[src/verilog/ts_params.svh]
// Functional notes
// - Receive-capture bit latches count at rx start.
// - Rx start equals rx frame start interrupt.
// - No capture bits: bytes show live count.
// - Transmit-clear bit zeroes count at tx start.
// - Receive-clear bit zeroes count at rx start.
// - Enable bit runs counter; zero holds it cleared.
// - Four count bytes, byte 0 least significant.
// - One count per 32 MHz period.
// - Reset loads defaults, enters transceiver-off state.
// - Counter stops in reset and sleep states.
// - Count wraps from maximum to zero.
// - Transmit-capture bit latches count at PA rise.
// - Captured value held until next capture.
`ifndef TS_PARAMS_SVH
`define TS_PARAMS_SVH

`define TS_CFG_EN 0
`define TS_CFG_CLR_RX 1
`define TS_CFG_CLR_TX 2
`define TS_CFG_CAP_RX 3
`define TS_CFG_CAP_TX 4
`define TS_CFG_WIDTH 5
`define TS_CFG_RESET 5'h00
`define TS_COUNT_RESET 32'h0000_0000

`define TS_ADDR_WIDTH 14
`define TS_ADDR_CONFIG 14'h0000
`define TS_ADDR_BYTE0 14'h0001
`define TS_ADDR_BYTE1 14'h0002
`define TS_ADDR_BYTE2 14'h0003
`define TS_ADDR_BYTE3 14'h0004
`define TS_UNMAPPED_DATA 8'h00

`define TS_SPI_WRITE_BIT 15
`define TS_SPI_HDR_LAST 4'hF
`define TS_SPI_BYTE_LAST 4'h7

`define TS_SYS_PERIOD_PS 16'hFA0
`define TS_TICK_PERIOD_PS 16'h7A12

`endif

[src/verilog/ts_pkg.sv]
package ts_pkg;
`include "ts_params.svh"

    typedef enum logic [1:0] {SPI_IDLE, SPI_HEADER, SPI_DATA} spi_phase_e;

    typedef struct packed {
        logic meta;
        logic sync;
    } sync_state_s;

    typedef struct packed {
        logic [15:0] acc;
        logic tick;
    } tick_state_s;

    typedef struct packed {
        spi_phase_e phase;
        logic sclk_prev;
        logic [3:0] bit_cnt;
        logic [15:0] shift_in;
        logic [`TS_ADDR_WIDTH-1:0] addr;
        logic is_write;
        logic rd_cont;
        logic rd_req;
        logic wr_req;
        logic [`TS_ADDR_WIDTH-1:0] req_addr;
        logic [7:0] wr_data;
        logic [7:0] shift_out;
        logic miso;
        logic miso_oe;
        logic [`TS_CFG_WIDTH-1:0] cfg;
        logic [31:0] count;
        logic [31:0] captured;
        logic [31:0] snap;
        logic pa_prev;
        logic off_state;
    } top_state_s;

endpackage : ts_pkg

[src/verilog/ts_sync2.sv]
`timescale 1ns/1ns
module ts_sync2 import ts_pkg::*; #(
    parameter logic RESET_LEVEL = 1'b0
) (
    input wire logic clk,
    input wire logic rst,
    input wire logic din,
    output logic dout
);
    sync_state_s s_q;
    sync_state_s s_d;

    // The first stage feeds only the second stage.
    always_comb
    begin
        s_d = s_q;
        s_d.meta = din;
        s_d.sync = s_q.meta;
    end

    always_ff @(posedge clk or posedge rst)
    begin
        if (rst)
        begin
            s_q <= {RESET_LEVEL, RESET_LEVEL};
        end
        else
        begin
            s_q <= s_d;
        end
    end

    assign dout = s_q.sync;
endmodule : ts_sync2

[src/verilog/ts_tick_divider.sv]
`timescale 1ns/1ns
module ts_tick_divider import ts_pkg::*; (
    input wire logic clk,
    input wire logic rst,
    output logic tick
);
    tick_state_s s_q;
    tick_state_s s_d;
    logic [16:0] sum;

    // Phase accumulator in picoseconds; ticks average exactly 32 MHz with 4 ns jitter.
    assign sum = {1'b0, s_q.acc} + {1'b0, `TS_SYS_PERIOD_PS};

    always_comb
    begin
        s_d = s_q;
        s_d.tick = 1'b0;
        if (sum >= {1'b0, `TS_TICK_PERIOD_PS})
        begin
            s_d.acc = 16'(sum - {1'b0, `TS_TICK_PERIOD_PS});
            s_d.tick = 1'b1;
        end
        else
        begin
            s_d.acc = sum[15:0];
        end
    end

    always_ff @(posedge clk or posedge rst)
    begin
        if (rst)
        begin
            s_q <= '0;
        end
        else
        begin
            s_q <= s_d;
        end
    end

    assign tick = s_q.tick;
endmodule : ts_tick_divider

[src/verilog/frame_timestamp_counter.sv]
`timescale 1ns/1ns
module frame_timestamp_counter import ts_pkg::*; (
    input wire logic CLK_SYS,
    input wire logic RESET,
    input wire logic SPI_SCLK,
    input wire logic SPI_MOSI,
    input wire logic SPI_CS_N,
    output logic SPI_MISO,
    output logic SPI_MISO_OE,
    input wire logic RX_FRAME_START_IRQ,
    input wire logic PA_ENABLE,
    input wire logic TRX_LOW_POWER,
    input wire logic TRX_ACTIVE,
    output logic TRANSCEIVER_OFF_STATE
);
    localparam top_state_s RESET_STATE = '{
        phase: SPI_IDLE,
        sclk_prev: 1'b0,
        bit_cnt: 4'h0,
        shift_in: 16'h0000,
        addr: 14'h0000,
        is_write: 1'b0,
        rd_cont: 1'b0,
        rd_req: 1'b0,
        wr_req: 1'b0,
        req_addr: 14'h0000,
        wr_data: 8'h00,
        shift_out: 8'h00,
        miso: 1'b0,
        miso_oe: 1'b0,
        cfg: `TS_CFG_RESET,
        count: `TS_COUNT_RESET,
        captured: `TS_COUNT_RESET,
        snap: `TS_COUNT_RESET,
        pa_prev: 1'b0,
        off_state: 1'b1
    };

    top_state_s s_q;
    top_state_s s_d;
    logic sclk_s;
    logic mosi_s;
    logic cs_n_s;
    logic tick;
    logic sclk_rise;
    logic sclk_fall;
    logic rx_ev;
    logic tx_ev;
    logic capture_mode;
    logic do_capture;
    logic do_clear;
    logic count_step;
    logic [31:0] shown;
    logic [15:0] hdr_word;
    logic [7:0] data_byte;
    logic [7:0] rd_byte;

    function automatic logic [7:0] byte_of(input logic [31:0] word, input logic [1:0] idx);
        byte_of = word[8*idx +: 8];
    endfunction : byte_of

    function automatic logic event_hit(input logic sel_rx, input logic sel_tx,
        input logic rx, input logic tx);
        event_hit = (sel_rx & rx) | (sel_tx & tx);
    endfunction : event_hit

    // Bytes after byte 0 in one block come from the snapshot, so a carry between
    // reads cannot tear the value.
    function automatic logic [31:0] block_word(input logic cont, input logic [31:0] held,
        input logic [31:0] live);
        block_word = cont ? held : live;
    endfunction : block_word

    // The rollover is written out so that the wrap does not hide in a truncation.
    function automatic logic [31:0] next_count(input logic [31:0] c);
        if (c == 32'hFFFF_FFFF)
        begin
            next_count = `TS_COUNT_RESET;
        end
        else
        begin
            next_count = c + 32'h0000_0001;
        end
    endfunction : next_count

    // Serial pins come from another clock domain and pass two stages before use.
    ts_sync2 #(.RESET_LEVEL(1'b0)) u_sync_sclk (
        .clk(CLK_SYS),
        .rst(RESET),
        .din(SPI_SCLK),
        .dout(sclk_s)
    );

    ts_sync2 #(.RESET_LEVEL(1'b0)) u_sync_mosi (
        .clk(CLK_SYS),
        .rst(RESET),
        .din(SPI_MOSI),
        .dout(mosi_s)
    );

    ts_sync2 #(.RESET_LEVEL(1'b1)) u_sync_cs (
        .clk(CLK_SYS),
        .rst(RESET),
        .din(SPI_CS_N),
        .dout(cs_n_s)
    );

    ts_tick_divider u_tick (
        .clk(CLK_SYS),
        .rst(RESET),
        .tick(tick)
    );

    assign sclk_rise = sclk_s & ~s_q.sclk_prev;
    assign sclk_fall = ~sclk_s & s_q.sclk_prev;
    assign hdr_word = {s_q.shift_in[14:0], mosi_s};
    assign data_byte = hdr_word[7:0];

    // Frame start events come from logic on this clock, so no synchroniser is needed.
    assign rx_ev = RX_FRAME_START_IRQ;
    assign tx_ev = PA_ENABLE & ~s_q.pa_prev;

    assign capture_mode = s_q.cfg[`TS_CFG_CAP_RX] | s_q.cfg[`TS_CFG_CAP_TX];
    assign do_capture = event_hit(s_q.cfg[`TS_CFG_CAP_RX], s_q.cfg[`TS_CFG_CAP_TX],
        rx_ev, tx_ev);
    assign do_clear = event_hit(s_q.cfg[`TS_CFG_CLR_RX], s_q.cfg[`TS_CFG_CLR_TX],
        rx_ev, tx_ev);
    // Low power pauses the count rather than clearing it, so the timeline resumes on wake-up.
    assign count_step = tick & ~TRX_LOW_POWER;

    // Capture mode shows the held value, otherwise the live count.
    assign shown = capture_mode ? s_q.captured : s_q.count;

    // In a block that starts at byte 0, bytes 1 to 3 come from the snapshot taken when byte 0 was read.
    always_comb
    begin
        rd_byte = `TS_UNMAPPED_DATA;
        unique case (s_q.req_addr)
            `TS_ADDR_CONFIG:
            begin
                rd_byte = {3'b000, s_q.cfg};
            end
            `TS_ADDR_BYTE0:
            begin
                rd_byte = byte_of(shown, 2'd0);
            end
            `TS_ADDR_BYTE1:
            begin
                rd_byte = byte_of(block_word(s_q.rd_cont, s_q.snap, shown), 2'd1);
            end
            `TS_ADDR_BYTE2:
            begin
                rd_byte = byte_of(block_word(s_q.rd_cont, s_q.snap, shown), 2'd2);
            end
            `TS_ADDR_BYTE3:
            begin
                rd_byte = byte_of(block_word(s_q.rd_cont, s_q.snap, shown), 2'd3);
            end
            default:
            begin
                rd_byte = `TS_UNMAPPED_DATA;
            end
        endcase
    end

    always_comb
    begin
        s_d = s_q;
        s_d.rd_req = 1'b0;
        s_d.wr_req = 1'b0;
        s_d.sclk_prev = sclk_s;
        s_d.pa_prev = PA_ENABLE;
        s_d.off_state = ~TRX_ACTIVE;

        // Capture reads the count before any clear of the same event lands.
        if (do_capture)
        begin
            s_d.captured = s_q.count;
        end

        if (!s_q.cfg[`TS_CFG_EN])
        begin
            s_d.count = `TS_COUNT_RESET;
        end
        else if (do_clear)
        begin
            s_d.count = `TS_COUNT_RESET;
        end
        else if (count_step)
        begin
            s_d.count = next_count(s_q.count);
        end

        if (s_q.rd_req)
        begin
            s_d.shift_out = rd_byte;
            if (s_q.req_addr == `TS_ADDR_BYTE0)
            begin
                s_d.snap = shown;
            end
        end

        // Only the configuration register accepts writes; count bytes are read-only.
        if (s_q.wr_req && s_q.req_addr == `TS_ADDR_CONFIG)
        begin
            s_d.cfg = s_q.wr_data[`TS_CFG_WIDTH-1:0];
        end

        // Dropping a partial byte on release keeps a cut frame out of the next one.
        if (cs_n_s)
        begin
            s_d.phase = SPI_IDLE;
            s_d.miso_oe = 1'b0;
            s_d.miso = 1'b0;
            s_d.shift_out = 8'h00;
        end
        else
        begin
            s_d.miso_oe = 1'b1;
            unique case (s_q.phase)
                SPI_IDLE:
                begin
                    s_d.phase = SPI_HEADER;
                    s_d.bit_cnt = 4'h0;
                    s_d.rd_cont = 1'b0;
                end
                SPI_HEADER:
                begin
                    if (sclk_rise)
                    begin
                        s_d.shift_in = hdr_word;
                        s_d.bit_cnt = s_q.bit_cnt + 4'h1;
                        if (s_q.bit_cnt == `TS_SPI_HDR_LAST)
                        begin
                            s_d.phase = SPI_DATA;
                            s_d.bit_cnt = 4'h0;
                            s_d.is_write = hdr_word[`TS_SPI_WRITE_BIT];
                            s_d.addr = hdr_word[`TS_ADDR_WIDTH-1:0];
                            s_d.req_addr = hdr_word[`TS_ADDR_WIDTH-1:0];
                            s_d.rd_req = ~hdr_word[`TS_SPI_WRITE_BIT];
                        end
                    end
                end
                SPI_DATA:
                begin
                    if (sclk_rise)
                    begin
                        s_d.shift_in = hdr_word;
                        s_d.bit_cnt = s_q.bit_cnt + 4'h1;
                        if (s_q.bit_cnt == `TS_SPI_BYTE_LAST)
                        begin
                            s_d.bit_cnt = 4'h0;
                            s_d.addr = s_q.addr + 14'h0001;
                            if (s_q.is_write)
                            begin
                                s_d.wr_req = 1'b1;
                                s_d.wr_data = data_byte;
                                s_d.req_addr = s_q.addr;
                            end
                            else
                            begin
                                // The next byte is fetched now so it is ready before the next fall.
                                s_d.rd_req = 1'b1;
                                s_d.rd_cont = 1'b1;
                                s_d.req_addr = s_q.addr + 14'h0001;
                            end
                        end
                    end
                end
                // An unused phase code falls back to idle rather than locking the port.
                default:
                begin
                    s_d.phase = SPI_IDLE;
                end
            endcase
            // Data leaves on the falling edge so the host can sample it on the next rise.
            if (sclk_fall)
            begin
                s_d.miso = s_q.shift_out[7];
                s_d.shift_out = {s_q.shift_out[6:0], 1'b0};
            end
        end
    end

    // All register defaults, including configuration and count, load here.
    always_ff @(posedge CLK_SYS or posedge RESET)
    begin
        if (RESET)
        begin
            s_q <= RESET_STATE;
        end
        else
        begin
            s_q <= s_d;
        end
    end

    assign SPI_MISO = s_q.miso;
    assign SPI_MISO_OE = s_q.miso_oe;
    assign TRANSCEIVER_OFF_STATE = s_q.off_state;
endmodule : frame_timestamp_counter

[config.mk]
export PLATFORM = sky130hd
export DESIGN_NAME = frame_timestamp_counter
export DESIGN_NICKNAME = d
export VERILOG_FILES = /design/src/verilog/ts_pkg.sv /design/src/verilog/ts_sync2.sv /design/src/verilog/ts_tick_divider.sv /design/src/verilog/frame_timestamp_counter.sv
export VERILOG_INCLUDE_DIRS = /design/src /design/src/verilog
export SDC_FILE = /design/constraint.sdc
export NUM_CORES = 1
export LEC_CHECK = 0
export ABC_AREA = 0
export BUFFER_PORTS_ARGS = -buffer_cell sky130_fd_sc_hd__clkbuf_2
export CORE_MARGIN = 4
export CORE_UTILIZATION = 60
export CTS_CLUSTER_DIAMETER = 30
export CTS_CLUSTER_SIZE = 28
export DETAILED_ROUTE_END_ITERATION = 7
export HOLD_SLACK_MARGIN = 0.03
export PLACE_DENSITY = 0.76
export REMOVE_ABC_BUFFERS = 1
export SYNTH_ARGS = -nofsm -noshare
export SYNTH_HDL_FRONTEND = slang
export SYNTH_SLANG_ARGS = --single-unit
[constraint.sdc]
create_clock -name CLK_SYS -period 13.6 [get_ports CLK_SYS]
set_clock_uncertainty 0.1 [all_clocks]
set_input_delay 0.68 -clock CLK_SYS [delete_from_list [all_inputs] [get_ports CLK_SYS]]
set_output_delay 0.68 -clock CLK_SYS [all_outputs]
set_load 0.02 [all_outputs]
After elaboration in Yosys (flattened, before gate mapping)

Cells that the tools add are included.

Register bits after elaboration: 198
Bits of input ports: 9
Output and inout port bits: 3

$add $sub $neg: 5
Magnitude comparators: 1
Equal/unequal tests: 18
Multiplexer cells: 40
Bitwise operators: 18
Reductions and logical operators: 16

Operators with widths:

| operator               | count |
|---|---|
| $mux 32                | 6 |
| $pmux 29 s2            | 1 |
| $mux 14                | 4 |
| $mux 25                | 2 |
| $pmux 8 s5             | 1 |
| $mux 35                | 1 |
| $mux 34                | 1 |
| $add 32x1->32 const B  | 1 |
| $eq 32x32->1 const B   | 1 |
| $eq 14x2->1 const B    | 2 |
| $pmux 14 s2            | 1 |
| $mux 24                | 1 |
| $mux 8                 | 3 |
| $add 16x12->17 const B | 1 |
| $ge 17x15->1 const B   | 1 |
| $mux 16                | 1 |
| $sub 16x15->16 const B | 1 |
| $mux 15                | 1 |
| $add 14x1->14 const B  | 1 |
| $eq 14x1->1 const B    | 1 |
| $eq 14x3->1 const B    | 1 |
| $logic_not 14->1       | 1 |
| $pmux 4 s3             | 1 |
| $reduce_and 4->1       | 3 |
| 27 further kinds       | 60 |

Depth between registers and ports, before layout

Word-level depth: 7
Depth in mapped cells: 10
Depth with buffers taken out: 8

Hierarchy

A second synthesis with hierarchy kept.

Cells, all modules: 977
Area total of the unflattened synthesis: 9928.3 um2

Modules (own cells, without submodules):

| module                     | instances | cells each | area an instance (um2) |
|---|---|---|---|
| frame_timestamp_counter    | 1         | 849        | 8577.0 |
| ts_tick_divider            | 1         | 119        | 1187.4 |
| ts_sync2 (u_sync_mosi ...) | 2         | 3          | 53.8 |
| ts_sync2 (u_sync_cs)       | 1         | 3          | 56.3 |

Worst setup path before layout

OpenSTA, ideal clock, no wires.

Path kind: register to register
Start: register s_q[174] in the netlist's numbering
End: register s_q[145] in the netlist's numbering
Library setup time: 0.121 ns
Data arrival time: 2.100 ns
Setup slack: 11.279 ns
Cell stages (with the launch flop): 11
Path buffers: 3
Path through: dfrtp_1 > inv_1 > ha_1 > nor2b_1 > buf_2 > o21ai_1 > or2_2 > clkbuf_1 > clkbuf_1 > a21oi_1 > o22a_1

Word-level cells in the longest chain between the ends: 3
Elaborated cells on any way between the ends: 9
Those cells by class: eq/ne (6); mux (1); reduce/logical (2)

RTL lines:

| element                                                          | RTL line                       | text |
|---|---|---|
| start: declaration                                               | frame_timestamp_counter.sv:39  | `top_state_s s_q;` |
| start signal: assignment                                         | frame_timestamp_counter.sv:290 | `s_q <= RESET_STATE;` |
| start signal: assignment                                         | frame_timestamp_counter.sv:294 | `s_q <= s_d;` |
| $eq 2x2->1 or $eq 2x1->1 (tied branches)                         | frame_timestamp_counter.sv:220 | `unique case (s_q.phase)` |
| $ne 2x2->1 (no source line) or $reduce_bool 2->1 (tied branches) | n/a                            |  |
| $reduce_and 6->1 (no source line)                                | n/a                            |  |

Parallel ways exist; a longest one is shown, timed or not.
A chain may end at the register's enable or synchronous reset.

Final worst setup path

Start: register s_q[174] in the netlist's numbering
End: register s_q[113] in the netlist's numbering

Word-level cells in the longest chain between the ends: 2

RTL lines:

| element                           | RTL line |
|---|---|
| $eq 2x2->1                        | frame_timestamp_counter.sv:220 |
| $reduce_and 5->1 (no source line) | n/a |

No other way between the ends.

==> impl_metrics.prom <==
# TYPE chip_impl_metric gauge
chip_impl_metric{name="design.portCount",unit=""} 12
chip_impl_info{name="class_of_the_worst_hold_path",value="in -> reg"} 1
chip_impl_metric{name="clock-sinks",unit=""} 186
chip_impl_info{name="timing.critical_path.slowest_stage_cell",value="sky130_fd_sc_hd__and4_1"} 1
chip_impl_info{name="yosys-top-cells-area",value="sky130_fd_sc_hd__dfrtp_1 (48%), sky130_fd_sc_hd__mux2_2 (5.7%), sky130_fd_sc_hd__nor2_1 (3.8%), sky130_fd_sc_hd__mux2i_1 (3.3%), sky130_fd_sc_hd__nand2_1 (3.2%)"} 1
chip_impl_metric{name="grt_first_pass_wirelength",unit="um"} 35400
chip_impl_info{name="synth-main-ff-cell",value="sky130_fd_sc_hd__dfrtp_1"} 1
chip_impl_metric{name="floorplan.initialDensity",unit="%"} 60.9
chip_impl_info{name="grt_setup_unrepaired",value="false"} 1
chip_impl_info{name="status",value="completed"} 1
chip_impl_metric{name="slew-limit-headroom",unit="%"} 21.8
chip_impl_metric{name="synth_top_area_share",unit="%"} 47.5
chip_impl_info{name="yosysTopAreaCell",value="sky130_fd_sc_hd__dfrtp_1"} 1
chip_impl_metric{name="maxCapViolations",unit=""} 0
chip_impl_metric{name="finalSetupViolations",unit=""} 0
chip_impl_metric{name="core",unit="um^2"} 15800
chip_impl_metric{name="clk_latency",unit="ns"} 0.43
chip_impl_metric{name="clock_buffer_depth",unit=""} 2
chip_impl_metric{name="remaining_number_of_nets_flagged_by_the_antenna_check_after_routing",unit=""} 0
chip_impl_metric{name="utilization",unit="%"} 65.5
chip_impl_info{name="clock_tree.root_cell",value="sky130_fd_sc_hd__clkbuf_16"} 1
chip_impl_info{name="critical_path.startpoint_type",value="flop"} 1
chip_impl_metric{name="timing_max_transition_violations_final",unit=""} 0
chip_impl_metric{name="post_synth.cell_area_avg",unit="um^2"} 10.2
chip_impl_metric{name="clkSlewWorstSetupHoldPaths",unit="ns"} 0.07
chip_impl_metric{name="detail_route.wirelength",unit="um"} 21200
chip_impl_metric{name="grt-ovfl-total",unit=""} 0
chip_impl_metric{name="async_flop_share",unit="%"} 100
chip_impl_metric{name="n_fill_cell",unit=""} 1229
chip_impl_metric{name="crit_path_max_fanout",unit=""} 34
chip_impl_metric{name="path_buf_inv",unit=""} 3
chip_impl_metric{name="setup-tns-final",unit="ns"} 0
chip_impl_metric{name="gp_routability_congestion",unit=""} 0.906
chip_impl_metric{name="cp.arrival",unit="ns"} 3.46
chip_impl_metric{name="hold_buf_cts",unit=""} 0
chip_impl_metric{name="drt_iter0_markers",unit=""} 707
chip_impl_metric{name="worst_voltage_drop_across_the_vdd_grid",unit="mV"} 0.104
chip_impl_metric{name="post_drt_wl_per_cell",unit="um"} 18.3
chip_impl_metric{name="dp_hpwl",unit="um"} 14100
chip_impl_metric{name="hold_viol_final",unit=""} 0
chip_impl_metric{name="post-route-drc-count",unit=""} 0
chip_impl_metric{name="diodes",unit=""} 0
chip_impl_metric{name="floorplan.die_area",unit="um^2"} 18200
chip_impl_metric{name="numPortBuffers",unit=""} 11
chip_impl_info{name="critical-path-top-cell-by-count",value="sky130_fd_sc_hd__inv_1"} 1
chip_impl_metric{name="drt_pre_antenna_iters",unit=""} 5
chip_impl_metric{name="die_h",unit="um"} 135
chip_impl_metric{name="cts_inserted_buffers",unit=""} 17
chip_impl_metric{name="leakage",unit="uW"} 0.00454
chip_impl_info{name="tritoncts",value="yes"} 1
chip_impl_metric{name="crit_path_max_incr_delay",unit="ns"} 0.59
chip_impl_metric{name="synth_enable_flop_cells",unit=""} 0
chip_impl_metric{name="syn-cell-area",unit="um^2"} 9640
chip_impl_info{name="worst_setup_path_end_kind",value="flop"} 1
chip_impl_metric{name="std_cell_rows",unit=""} 46
chip_impl_info{name="worst-setup-path-type",value="reg -> reg"} 1
chip_impl_info{name="critPathTopFamily",value="simple AND/OR/NAND/NOR gates"} 1
chip_impl_metric{name="final.min_clock_period",unit="ns"} 3.25
chip_impl_metric{name="vias_per_cell",unit=""} 6.24
chip_impl_metric{name="route.vias.total",unit=""} 7232
chip_impl_metric{name="final_nets",unit=""} 950
chip_impl_metric{name="max_freq",unit="GHz"} 0.308
chip_impl_metric{name="ys_types",unit=""} 76
chip_impl_metric{name="seq_area_frac_synth",unit="%"} 48.3
chip_impl_metric{name="warning_count_from_the_yosys_run",unit=""} 0
chip_impl_metric{name="antenna_found_initial",unit=""} 0
chip_impl_metric{name="finalCritPeriodShare",unit="%"} 23.9
chip_impl_metric{name="area_delta_synth_final",unit="%"} 7.57
chip_impl_metric{name="worst_ep_required_time",unit="ns"} 13.82
chip_impl_metric{name="post_cts_resized",unit=""} 0
chip_impl_metric{name="worst-slew-pin-transition",unit="ns"} 1.17
chip_impl_metric{name="post_route_cells_drive_above_1_share",unit="%"} 13.3
chip_impl_metric{name="groute.usage.overall",unit="%"} 24.3
chip_impl_metric{name="ys_seq_elements",unit=""} 186
chip_impl_metric{name="dieWidth",unit="um"} 135
chip_impl_info{name="crit_path_cell_trace",value="inv_1, ha_1, buf_4, inv_1, nor2_1, and4_1, and3_1, mux2_2"} 1
chip_impl_metric{name="grt_start_max_net_pins",unit=""} 110
chip_impl_metric{name="p_per_area",unit="nW/um^2"} 132
chip_impl_metric{name="first_global_vias",unit=""} 6911
chip_impl_metric{name="postcts_setup_bufs",unit=""} 0
chip_impl_metric{name="cts.htree.levels",unit=""} 4
chip_impl_metric{name="netlist_instances",unit=""} 947
## synthesized netlist by cell type (all sizes together) (19+ instances only)
cell type	instances
nor2	97
inv	21
xnor2	30
a221oi	24
nand4	19
o21ai	50
nand3	25
nand2	83
xor2	34
a21oi	56
mux2i	32
mux2	49
dfrtp	183
clkbuf	40
## logic make-up (layout without fill, tap and decap cells)
kind of cell               Yosys count  count (layout)  synth area share [%]
DFF                                186             186                  48.3
and+or+nand+nor                    307             307                  15.5
muxes                               81              81                  9.05
adders and majority gates           11              11                  1.43
AOI/OAI and AO/OA                  220             220                  16.2
xor gates and xnor gates            64              64                  5.97
buffers and inverters               78              74                  3.49
## registers in the layout (all words and copies together), names as in the netlist
name	flops
SPI_MISO	1
s_q	146
SPI_MISO_OE	1
u_sync_sclk.s_d	1
u_sync_cs.dout	1
u_sync_sclk.dout	1
u_sync_cs.s_d	1
TRANSCEIVER_OFF_STATE	1
u_sync_mosi.dout	1
data_byte	7
hdr_word	8
u_tick.s_q	15
u_tick.tick	1
u_sync_mosi.s_d	1
## routing by layer
layer / wire [um] / GRT usage, %
met5: 0 / 0
met4: 372 / 7.24
met3: 1070 / 4.99
met2: 9800 / 36.8
met1: 9910 / 35.7
## stage by stage
step	cell area (um^2)	power (uW)	hold WS [ns]	setup slack, ns	std cells
finish	10400	1370	0.232	10.35	1159
global route	10400	1430	0.230	10.12	1159
CTS	10400	1370	0.220	10.38	1159
detailed placement	9800	886	0.236	10.41	1127
global placement	9800	880	0.234	10.43	1127
floorplan	9380	822	0.231	7.77	890
## final timing paths
path	depth (start not counted)	slack, ns	end	startpoint
min in group asynchronous	2	0.28	s_q[145]	RESET
max in group asynchronous	3	11.69	s_q[48]	RESET
min reg2reg	0	0.25	u_sync_sclk.dout	u_sync_sclk.s_d[0]
max	8	10.35	s_q[113]	s_q[174]
max reg2reg	8	10.35	s_q[113]	s_q[174]
min	1	0.23	u_sync_cs.s_d[0]	SPI_CS_N
## cells in the final DEF (no fill, tap or decap), types with 8 or more instances in the layout
cell type	n
sky130_fd_sc_hd__and4_1	10
sky130_fd_sc_hd__buf_4	10
sky130_fd_sc_hd__clkbuf_2	11
sky130_fd_sc_hd__inv_1	20
sky130_fd_sc_hd__clkbuf_16	17
sky130_fd_sc_hd__a21oi_1	54
sky130_fd_sc_hd__a31oi_1	13
sky130_fd_sc_hd__dfrtp_1	183
sky130_fd_sc_hd__mux2i_1	32
sky130_fd_sc_hd__and3_1	9
sky130_fd_sc_hd__nor2b_1	12
sky130_fd_sc_hd__o21ai_0	49
sky130_fd_sc_hd__and2_1	8
sky130_fd_sc_hd__nor3_1	14
sky130_fd_sc_hd__nand4_1	19
sky130_fd_sc_hd__nand2_1	81
sky130_fd_sc_hd__a22o_1	8
sky130_fd_sc_hd__nor2_1	96
sky130_fd_sc_hd__mux2_2	49
sky130_fd_sc_hd__ha_1	11
sky130_fd_sc_hd__xnor2_1	30
sky130_fd_sc_hd__a221oi_1	23
sky130_fd_sc_hd__a32o_1	16
sky130_fd_sc_hd__nand3_1	25
sky130_fd_sc_hd__xor2_1	32
## power by group
group          total, uW  switching (uW)  internal [uW]
sequential           655            52.4            602
clock                488             214            274
combinational        224             139           84.9
total               1370             405            962
## area by class of cell
cell class | count | area [um^2] | area share [%]
Inverter | 21 | 86.3 | 0.833
Clock inverter | 12 | 125 | 1.21
Tap cell | 216 | 270 | 2.61
Clock buffer | 20 | 447 | 4.31
Sequential cell | 186 | 4660 | 44.9
Multi-Input combinational cell | 683 | 4650 | 44.9
Timing Repair Buffer | 21 | 130 | 1.25
## worst reg2reg max path, delay by kind of cell (launching register included)
kind,cells,cell delay [ns]
simple gates,3,1.22
buf+inv,3,0.87
flops,1,0.42
mux,1,0.37
fa+ha+maj,1,0.15
Power figures use the tool's default switching activity.
